$ cat config.mk
export PLATFORM = sky130hd
export DESIGN_NAME = iopri_top
export DESIGN_NICKNAME = d
export VERILOG_FILES = /design/src/iopri_pkg.sv /design/src/iopri_top.sv
export SDC_FILE = /design/constraint.sdc
export NUM_CORES = 1
export LEC_CHECK = 0
export ABC_AREA = 1
export ABC_CLOCK_PERIOD_IN_PS = 3100
export CAP_MARGIN = 20
export CELL_PAD_IN_SITES_DETAIL_PLACEMENT = 1
export CELL_PAD_IN_SITES_GLOBAL_PLACEMENT = 1
export CORE_UTILIZATION = 49
export DETAILED_ROUTE_END_ITERATION = 10
export DONT_BUFFER_PORTS = 1
export PLACE_DENSITY = 0.91
export SYNTH_ARGS = -nofsm -noshare
export SYNTH_HDL_FRONTEND = slang
export SYNTH_SLANG_ARGS = --single-unit
$ cat constraint.sdc
create_clock -name pclk -period 3.1 [get_ports pclk]
set_input_delay 0.62 -clock pclk [delete_from_list [all_inputs] [get_ports pclk]]
set_output_delay 0.62 -clock pclk [all_outputs]
set_load 0.02 [all_outputs]
$ cat src/iopri_pkg.sv
`default_nettype none
package iopri_pkg;
    // Register byte offsets
    localparam logic [11:0] IOPRI_IN_SYNC_OFS  = 12'h000;
    localparam logic [11:0] IOPRI_OUT_REG_OFS  = 12'h004;
    localparam logic [11:0] IOPRI_OE_MAP_OFS   = 12'h008;
    localparam logic [11:0] IOPRI_PIN_STAT_OFS = 12'h00c;
    localparam logic [11:0] IOPRI_FAB_STAT_OFS = 12'h010;

    // Reset values
    localparam logic [7:0]  IOPRI_IN_SYNC_RST = 8'hff;
    localparam logic [7:0]  IOPRI_OUT_REG_RST = 8'h00;
    localparam logic [15:0] IOPRI_OE_MAP_RST  = 16'h0000;
    localparam logic [7:0]  IOPRI_FLOP_RST    = 8'h00;

    // Enable map field layout
    localparam int IOPRI_OE_SEL_W = 2;

    // Register bus states
    typedef enum logic [1:0] {
        IOPRI_BUS_IDLE   = 2'b00,
        IOPRI_BUS_SETUP  = 2'b01,
        IOPRI_BUS_ACCESS = 2'b10
    } iopri_bus_t;
endpackage : iopri_pkg
`default_nettype wire

$ cat src/iopri_top.sv
// Design decisions made here: the APB slave port and the address map.
`timescale 1ns/1ps
`default_nettype none
module iopri_top
    import iopri_pkg::*;
#(
    parameter int PINS = 8,
    parameter int OES  = 4
) (
    // System clock and reset
    input  wire logic            pclk,
    input  wire logic            presetn,
    // APB slave
    input  wire logic            psel,
    input  wire logic            penable,
    input  wire logic            pwrite,
    input  wire logic [11:0]     paddr,
    input  wire logic [31:0]     pwdata,
    output logic [31:0]          prdata,
    output logic                 pready,
    output logic                 pslverr,
    // Routing fabric side
    input  wire logic [PINS-1:0] fab_out,
    input  wire logic [OES-1:0]  fab_oe,
    output logic [PINS-1:0]      fab_in,
    // Pin driver and receiver side
    input  wire logic [PINS-1:0] pin_in,
    output logic [PINS-1:0]      pin_out,
    output logic [PINS-1:0]      pin_oe
);

    // Refuse shapes the register map cannot hold
    generate
        if (PINS != 8 || OES != 4) begin : g_bad_shape
            $error("iopri_top: only an eight-pin port with four enables fits");
        end
    endgenerate

    // Enable map width: one select field per pin
    localparam int OE_MAP_W = PINS * IOPRI_OE_SEL_W;

    // Configuration and pipeline state
    logic [PINS-1:0]     in_sync_r;
    logic [PINS-1:0]     out_reg_r;
    logic [OE_MAP_W-1:0] oe_map_r;
    logic [PINS-1:0]     sync1_r;
    logic [PINS-1:0]     sync2_r;
    logic [PINS-1:0]     opipe_r;
    logic [31:0]         prdata_r;
    iopri_bus_t          bus_r;
    iopri_bus_t          bus_nxt;

    // Address decode shared by read, write and error logic
    function automatic logic reg_hit(input logic [11:0] a, input logic [11:0] ofs);
        reg_hit = (a == ofs);
    endfunction : reg_hit

    function automatic logic addr_mapped(input logic [11:0] a);
        addr_mapped = reg_hit(a, IOPRI_IN_SYNC_OFS) || reg_hit(a, IOPRI_OUT_REG_OFS)
                   || reg_hit(a, IOPRI_OE_MAP_OFS) || reg_hit(a, IOPRI_PIN_STAT_OFS)
                   || reg_hit(a, IOPRI_FAB_STAT_OFS);
    endfunction : addr_mapped

    logic wr_en;
    logic rd_setup;

    // Write commits at the access edge; read data is latched in setup
    assign wr_en    = psel && penable && pwrite && addr_mapped(paddr);
    assign rd_setup = psel && !penable && !pwrite;

    // Bus phase tracking
    always_comb begin
        bus_nxt = IOPRI_BUS_IDLE;
        case (bus_r)
            IOPRI_BUS_IDLE:   bus_nxt = psel ? IOPRI_BUS_SETUP : IOPRI_BUS_IDLE;
            IOPRI_BUS_SETUP:  bus_nxt = IOPRI_BUS_ACCESS;
            IOPRI_BUS_ACCESS: bus_nxt = (psel && !penable) ? IOPRI_BUS_SETUP : IOPRI_BUS_IDLE;
            default:          bus_nxt = IOPRI_BUS_IDLE;
        endcase
    end

    always_ff @(posedge pclk or negedge presetn) begin
        if (!presetn) begin
            bus_r <= IOPRI_BUS_IDLE;
        end else begin
            bus_r <= bus_nxt;
        end
    end

    // Zero-wait slave; unmapped addresses answer with an error
    assign pready  = psel && penable;
    assign pslverr = psel && penable && !addr_mapped(paddr);
    assign prdata  = prdata_r;

    // Synchroniser selection, one bit per pin
    always_ff @(posedge pclk or negedge presetn) begin
        if (!presetn) begin
            in_sync_r <= IOPRI_IN_SYNC_RST;
        end else if (wr_en && reg_hit(paddr, IOPRI_IN_SYNC_OFS)) begin
            in_sync_r <= pwdata[PINS-1:0];
        end
    end

    // Output register selection, one bit per pin
    always_ff @(posedge pclk or negedge presetn) begin
        if (!presetn) begin
            out_reg_r <= IOPRI_OUT_REG_RST;
        end else if (wr_en && reg_hit(paddr, IOPRI_OUT_REG_OFS)) begin
            out_reg_r <= pwdata[PINS-1:0];
        end
    end

    // Enable source per pin, two bits each
    always_ff @(posedge pclk or negedge presetn) begin
        if (!presetn) begin
            oe_map_r <= IOPRI_OE_MAP_RST;
        end else if (wr_en && reg_hit(paddr, IOPRI_OE_MAP_OFS)) begin
            oe_map_r <= pwdata[OE_MAP_W-1:0];
        end
    end

    // Read data captured in the setup cycle
    always_ff @(posedge pclk or negedge presetn) begin
        if (!presetn) begin
            prdata_r <= 32'h0000_0000;
        end else if (rd_setup) begin
            prdata_r <= 32'h0000_0000;
            if (reg_hit(paddr, IOPRI_IN_SYNC_OFS)) begin
                prdata_r[PINS-1:0] <= in_sync_r;
            end else if (reg_hit(paddr, IOPRI_OUT_REG_OFS)) begin
                prdata_r[PINS-1:0] <= out_reg_r;
            end else if (reg_hit(paddr, IOPRI_OE_MAP_OFS)) begin
                prdata_r[OE_MAP_W-1:0] <= oe_map_r;
            end else if (reg_hit(paddr, IOPRI_PIN_STAT_OFS)) begin
                prdata_r[PINS-1:0] <= sync2_r; // Only the second stage is read
            end else if (reg_hit(paddr, IOPRI_FAB_STAT_OFS)) begin
                prdata_r[PINS-1:0] <= pin_oe;
            end
        end
    end

    // Two-flop input synchroniser on the system clock
    always_ff @(posedge pclk or negedge presetn) begin
        if (!presetn) begin
            sync1_r <= IOPRI_FLOP_RST;
            sync2_r <= IOPRI_FLOP_RST;
        end else begin
            sync1_r <= pin_in;
            sync2_r <= sync1_r;
        end
    end

    // Input into the fabric: synchronised or raw per pin
    assign fab_in = (in_sync_r & sync2_r) | (~in_sync_r & pin_in);

    // Single output pipeline stage on the system clock
    always_ff @(posedge pclk or negedge presetn) begin
        if (!presetn) begin
            opipe_r <= IOPRI_FLOP_RST;
        end else begin
            opipe_r <= fab_out;
        end
    end

    // Output data: registered or direct per pin
    assign pin_out = (out_reg_r & opipe_r) | (~out_reg_r & fab_out);

    // Each pin takes its enable from one of the four dynamic lines
    always_comb begin
        pin_oe = '0;
        for (int i = 0; i < PINS; i++) begin
            pin_oe[i] = fab_oe[oe_map_r[i*IOPRI_OE_SEL_W +: IOPRI_OE_SEL_W]];
        end
    end

    // Per-pin path checks, so a mixed selection is covered bit by bit
    for (genvar i = 0; i < PINS; i++) begin : g_pin_chk

    end
endmodule : iopri_top
`default_nettype wire

==> results by stage <==
Layout:
- Of the cells placed in the final design, the portion with a size suffix greater than 1 is 0.120.
- Compared with the post-synthesis result, the final layout area differs by 6.97%.
- Summing all multi-input logic gate instances after layout gives 0.00160 mm2.
- The antenna diode instance count is 0.
- The area of all sequential standard cells is 0.00181 mm2.
- At the end of the flow, the number of nets in the layout was 522.
- The count of filler cells inserted in the layout is 894.

Global routing:
- The number of antenna violations at the first check in global routing is 1.
- The aggregate global-route resource usage is 0.279.
- The final global-route overflow total is 0.
- The pin count of the biggest net entering global routing is 65.
- The via count of the first global-routing pass came to 3146.
- The first global-routing pass estimated 16.0 mm of wire.

Synth:
- The number of distinct library cell variants in the gate-level netlist after synthesis is 31.
- The most common cell in the synthesized netlist is sky130_fd_sc_hd__nand2_1.
- The most used flip-flop cell after synthesis is sky130_fd_sc_hd__dfrtp_1.
- The share of synthesized area in the top cell type comes to 0.435.
- By count the netlist is led by sky130_fd_sc_hd__nand2_1, sky130_fd_sc_hd__dfrtp_1, sky130_fd_sc_hd__inv_1.
- By area the synthesized netlist is led by sky130_fd_sc_hd__dfrtp_1, sky130_fd_sc_hd__nand2_1, sky130_fd_sc_hd__dfstp_2, sky130_fd_sc_hd__nand4_1, sky130_fd_sc_hd__nand3_1.
- In this run, synthesis inferred 0 flip-flops with an integrated enable.
- The leading area contributor after synthesis is sky130_fd_sc_hd__dfrtp_1.
- For this run, asynchronously set or reset flops after synthesis account for 1.00.
- The sequential cell area fraction in the yosys report is 0.493.
- Counting flops and latches in the post-synthesis netlist gives 72.
- Synthesis produced 450 cells.
- Dividing the synthesized area by the synthesized cell count gives 8.17 um2.
- After synthesis the cells add up to 0.00368 mm2.
- The number of warnings reported in the yosys synthesis log is 0.

CTS:
- The total setup buffers inserted after CTS is 0.
- The library cell used as clock root buffer is sky130_fd_sc_hd__clkbuf_8.
- The clock insertion delay at the later pin of the skew report is 0.36 ns.
- TritonCTS built the clock tree.
- The clock tree synthesis step divided the H-tree into 3 levels.
- The number of buffers created by CTS is 9.
- The clock transition at the registers of the reported paths is 0.09 ns.
- The number of gates given a new drive strength after cts is 0.
- The deepest clock path buffer count is 2.
- The total clock sinks is 72.

Detailed routing:
- In the routed layout, each cell is associated on average with a via count of 5.57.
- After detailed routing, the number of remaining DRC violations is 0.
- The number of vias in the routed layout is 3102.
- Summed over all layers, the routed wires come to 10.3 mm.
- The DRC violation total after the first TritonRoute iteration is 204.
- The number of routed nets with antenna violations is 0.
- The number of iterations in the first detailed-routing pass is 4.
- After detailed routing, the average wire length per cell comes to 18.4 um.

Die:
- In this run the horizontal extent of the chip is 88.6 um.
- The starting utilization of the core area is 0.507.
- Measured along the y axis, the die boundary spans 88.6 um.
- The area of the core is 0.00725 mm2.
- The number of top-level design ports is 127.
- The floorplan row count is 31.
- The die area is 0.00786 mm2.

Worst setup path:
- The cell with the largest stage delay on the worst path is sky130_fd_sc_hd__nor2_1.
- The startpoint type of the worst setup path is a primary input.
- The largest stage delay on the critical path is 0.37 ns.
- At the worst endpoint, the arrival time is 1.72 ns.
- The setup path with the least slack is of type in2out.
- The worst path required time is 2.48 ns.
- The worst setup path is captured at an output port.
- The signal on the critical path passes through nor2_1 > nand2_2 > nor2_4 > buf_4 > nand2_2 > nand4_4 > nor2_1.
- The maximum fanout along the worst path is 12.

STA:
- Across all setup checks in the final design, the least slack found is 0.763 ns.
- For the final routed database, the setup TNS stands at 0 ns.
- The final number of setup-violating endpoints is 0.
- Setup repair after global routing left no endpoint under its margin.
- The largest clock skew in the final design is 0.0168 ns.
- For the finished layout, the period the worst path requires is 2.34 ns.
- The transition time of the tightest slew-check pin is 0.583 ns.
- Static timing analysis puts the maximum clock frequency at 0.428 GHz.
- The final hold violation count was 0.
- The period utilization is 0.754.
- The number of pins exceeding their max-slew limit in the final report came to 0.
- In this run the tightest slew margin relative to its limit is 0.611.

Status:
- The flow ran to the end, and the final reports show no timing, DRC or antenna violations.

Power:
- The power per cell area is 471 mW/mm2.
- The worst-case IR drop observed on VDD is 0.297 mV.
- The leakage power total is 1.95 nW.

Flow run:
- The tool flagged a number of max-cap violations equal to 0.

Place:
- Detailed placement ended at an HPWL of 7.57 mm.
- The number of port buffers is 0.
- The routability congestion estimate is 0.899.
- The worst setup slack after placement is 0.772 ns.

Hold path:
- In this run the worst hold path is classified as in2async.
worst max-delay path: cells and delay by family:
kind                   cells  cell delay (ns)
buffers and inverters      1             0.18
AND/OR/NAND/NOR            6             0.90
through the flow:
step	cells	utilization	instance area, um2	hold WS [ns]	total power [W]
2_1_floorplan	465	-	3730	0.324	0.00109
3_3_place_gp	540	0.512	3710	0.326	0.00109
3_5_place_dp	540	0.512	3710	0.325	0.00109
4_1_cts	557	0.543	3940	0.0809	0.00186
5_1_grt	557	0.543	3940	0.0712	0.00192
6_report	557	0.543	3940	0.0877	0.00185
final cells by class:
| class | count | area share |
|---|---|---|
| Clock buffer | 10 | 0.0324 |
| Clock inverter | 6 | 0.0172 |
| Inverter | 37 | 0.0353 |
| Multi-Input combinational cell | 327 | 0.407 |
| Sequential cell | 72 | 0.460 |
| Tap cell | 99 | 0.0315 |
| Timing Repair Buffer | 6 | 0.0165 |
layer usage:
| layer | wire length, um | up-vias | GRT usage |
|---|---|---|---|
| met5 | 13 | - | 0 |
| met4 | 263 | 2 | 0.119 |
| met3 | 718 | 25 | 0.0765 |
| met2 | 5000 | 112 | 0.453 |
| met1 | 4280 | 1515 | 0.351 |
| li1 | - | 1448 | - |
timing repair:
item / in CTS / in global routing
endpoints found under the setup margin: 0 / 0
hold endpoints to repair: 64 / 0
hold buffers: 1 / 0
cell usage in the layout, fill, tap and decap left out, types with 3 or more instances in the layout:
| cell type | instances |
|---|---|
| sky130_fd_sc_hd__nand2_1 | 166 |
| sky130_fd_sc_hd__dfrtp_1 | 64 |
| sky130_fd_sc_hd__inv_1 | 34 |
| sky130_fd_sc_hd__nand4_1 | 33 |
| sky130_fd_sc_hd__nand3_1 | 32 |
| sky130_fd_sc_hd__nor2_1 | 21 |
| sky130_fd_sc_hd__conb_1 | 16 |
| sky130_fd_sc_hd__o21ai_0 | 15 |
| sky130_fd_sc_hd__mux2_2 | 12 |
| sky130_fd_sc_hd__clkbuf_8 | 9 |
| sky130_fd_sc_hd__dfstp_2 | 8 |
| sky130_fd_sc_hd__o31ai_1 | 5 |
| sky130_fd_sc_hd__buf_4 | 5 |
| sky130_fd_sc_hd__a21oi_1 | 3 |
| sky130_fd_sc_hd__o211ai_1 | 3 |
| sky130_fd_sc_hd__nand2_2 | 3 |
| sky130_fd_sc_hd__nand3_2 | 3 |
| sky130_fd_sc_hd__nor3_1 | 3 |
| sky130_fd_sc_hd__o21bai_1 | 3 |
registers in the layout, summed over array words and instances (netlist names):
name,cells
out_reg_r,8
prdata,16
oe_map_r,16
opipe_r,8
in_sync_r,8
sync1_r,8
sync2_r,8
cells by family (layout without fill, tap and decap cells):
logic type / Yosys count / in the layout / synth area share
and+or+nand+nor: 269 / 269 / 0.332
DFF: 72 / 72 / 0.493
buffers and inverters: 66 / 59 / 0.0884
AOI/OAI and AO/OA: 30 / 30 / 0.0490
muxes: 12 / 12 / 0.0367
other: 1 / 16 / 0.00102
power by group:
group          internal (W)  switching, W
registers          0.000957     0.0000109
logic             0.0000254     0.0000992
clock network      0.000375      0.000385
total               0.00136      0.000495
worst paths after layout:
path | from | endpoint | slack, ns | cells past startpoint
setup / recovery | paddr[11] | pslverr | 0.76 | 7
hold / removal | presetn | in_sync_r[0] | 0.09 | 0
setup reg to reg | oe_map_r[2] | prdata[1] | 1.55 | 10
hold reg to reg | sync1_r[2] | sync2_r[2] | 0.35 | 0
max in group asynchronous | presetn | out_reg_r[7] | 2.70 | 1
min in group pclk | pin_in[4] | sync1_r[4] | 0.27 | 0
No activity file was read; power rests on OpenSTA's default activity.
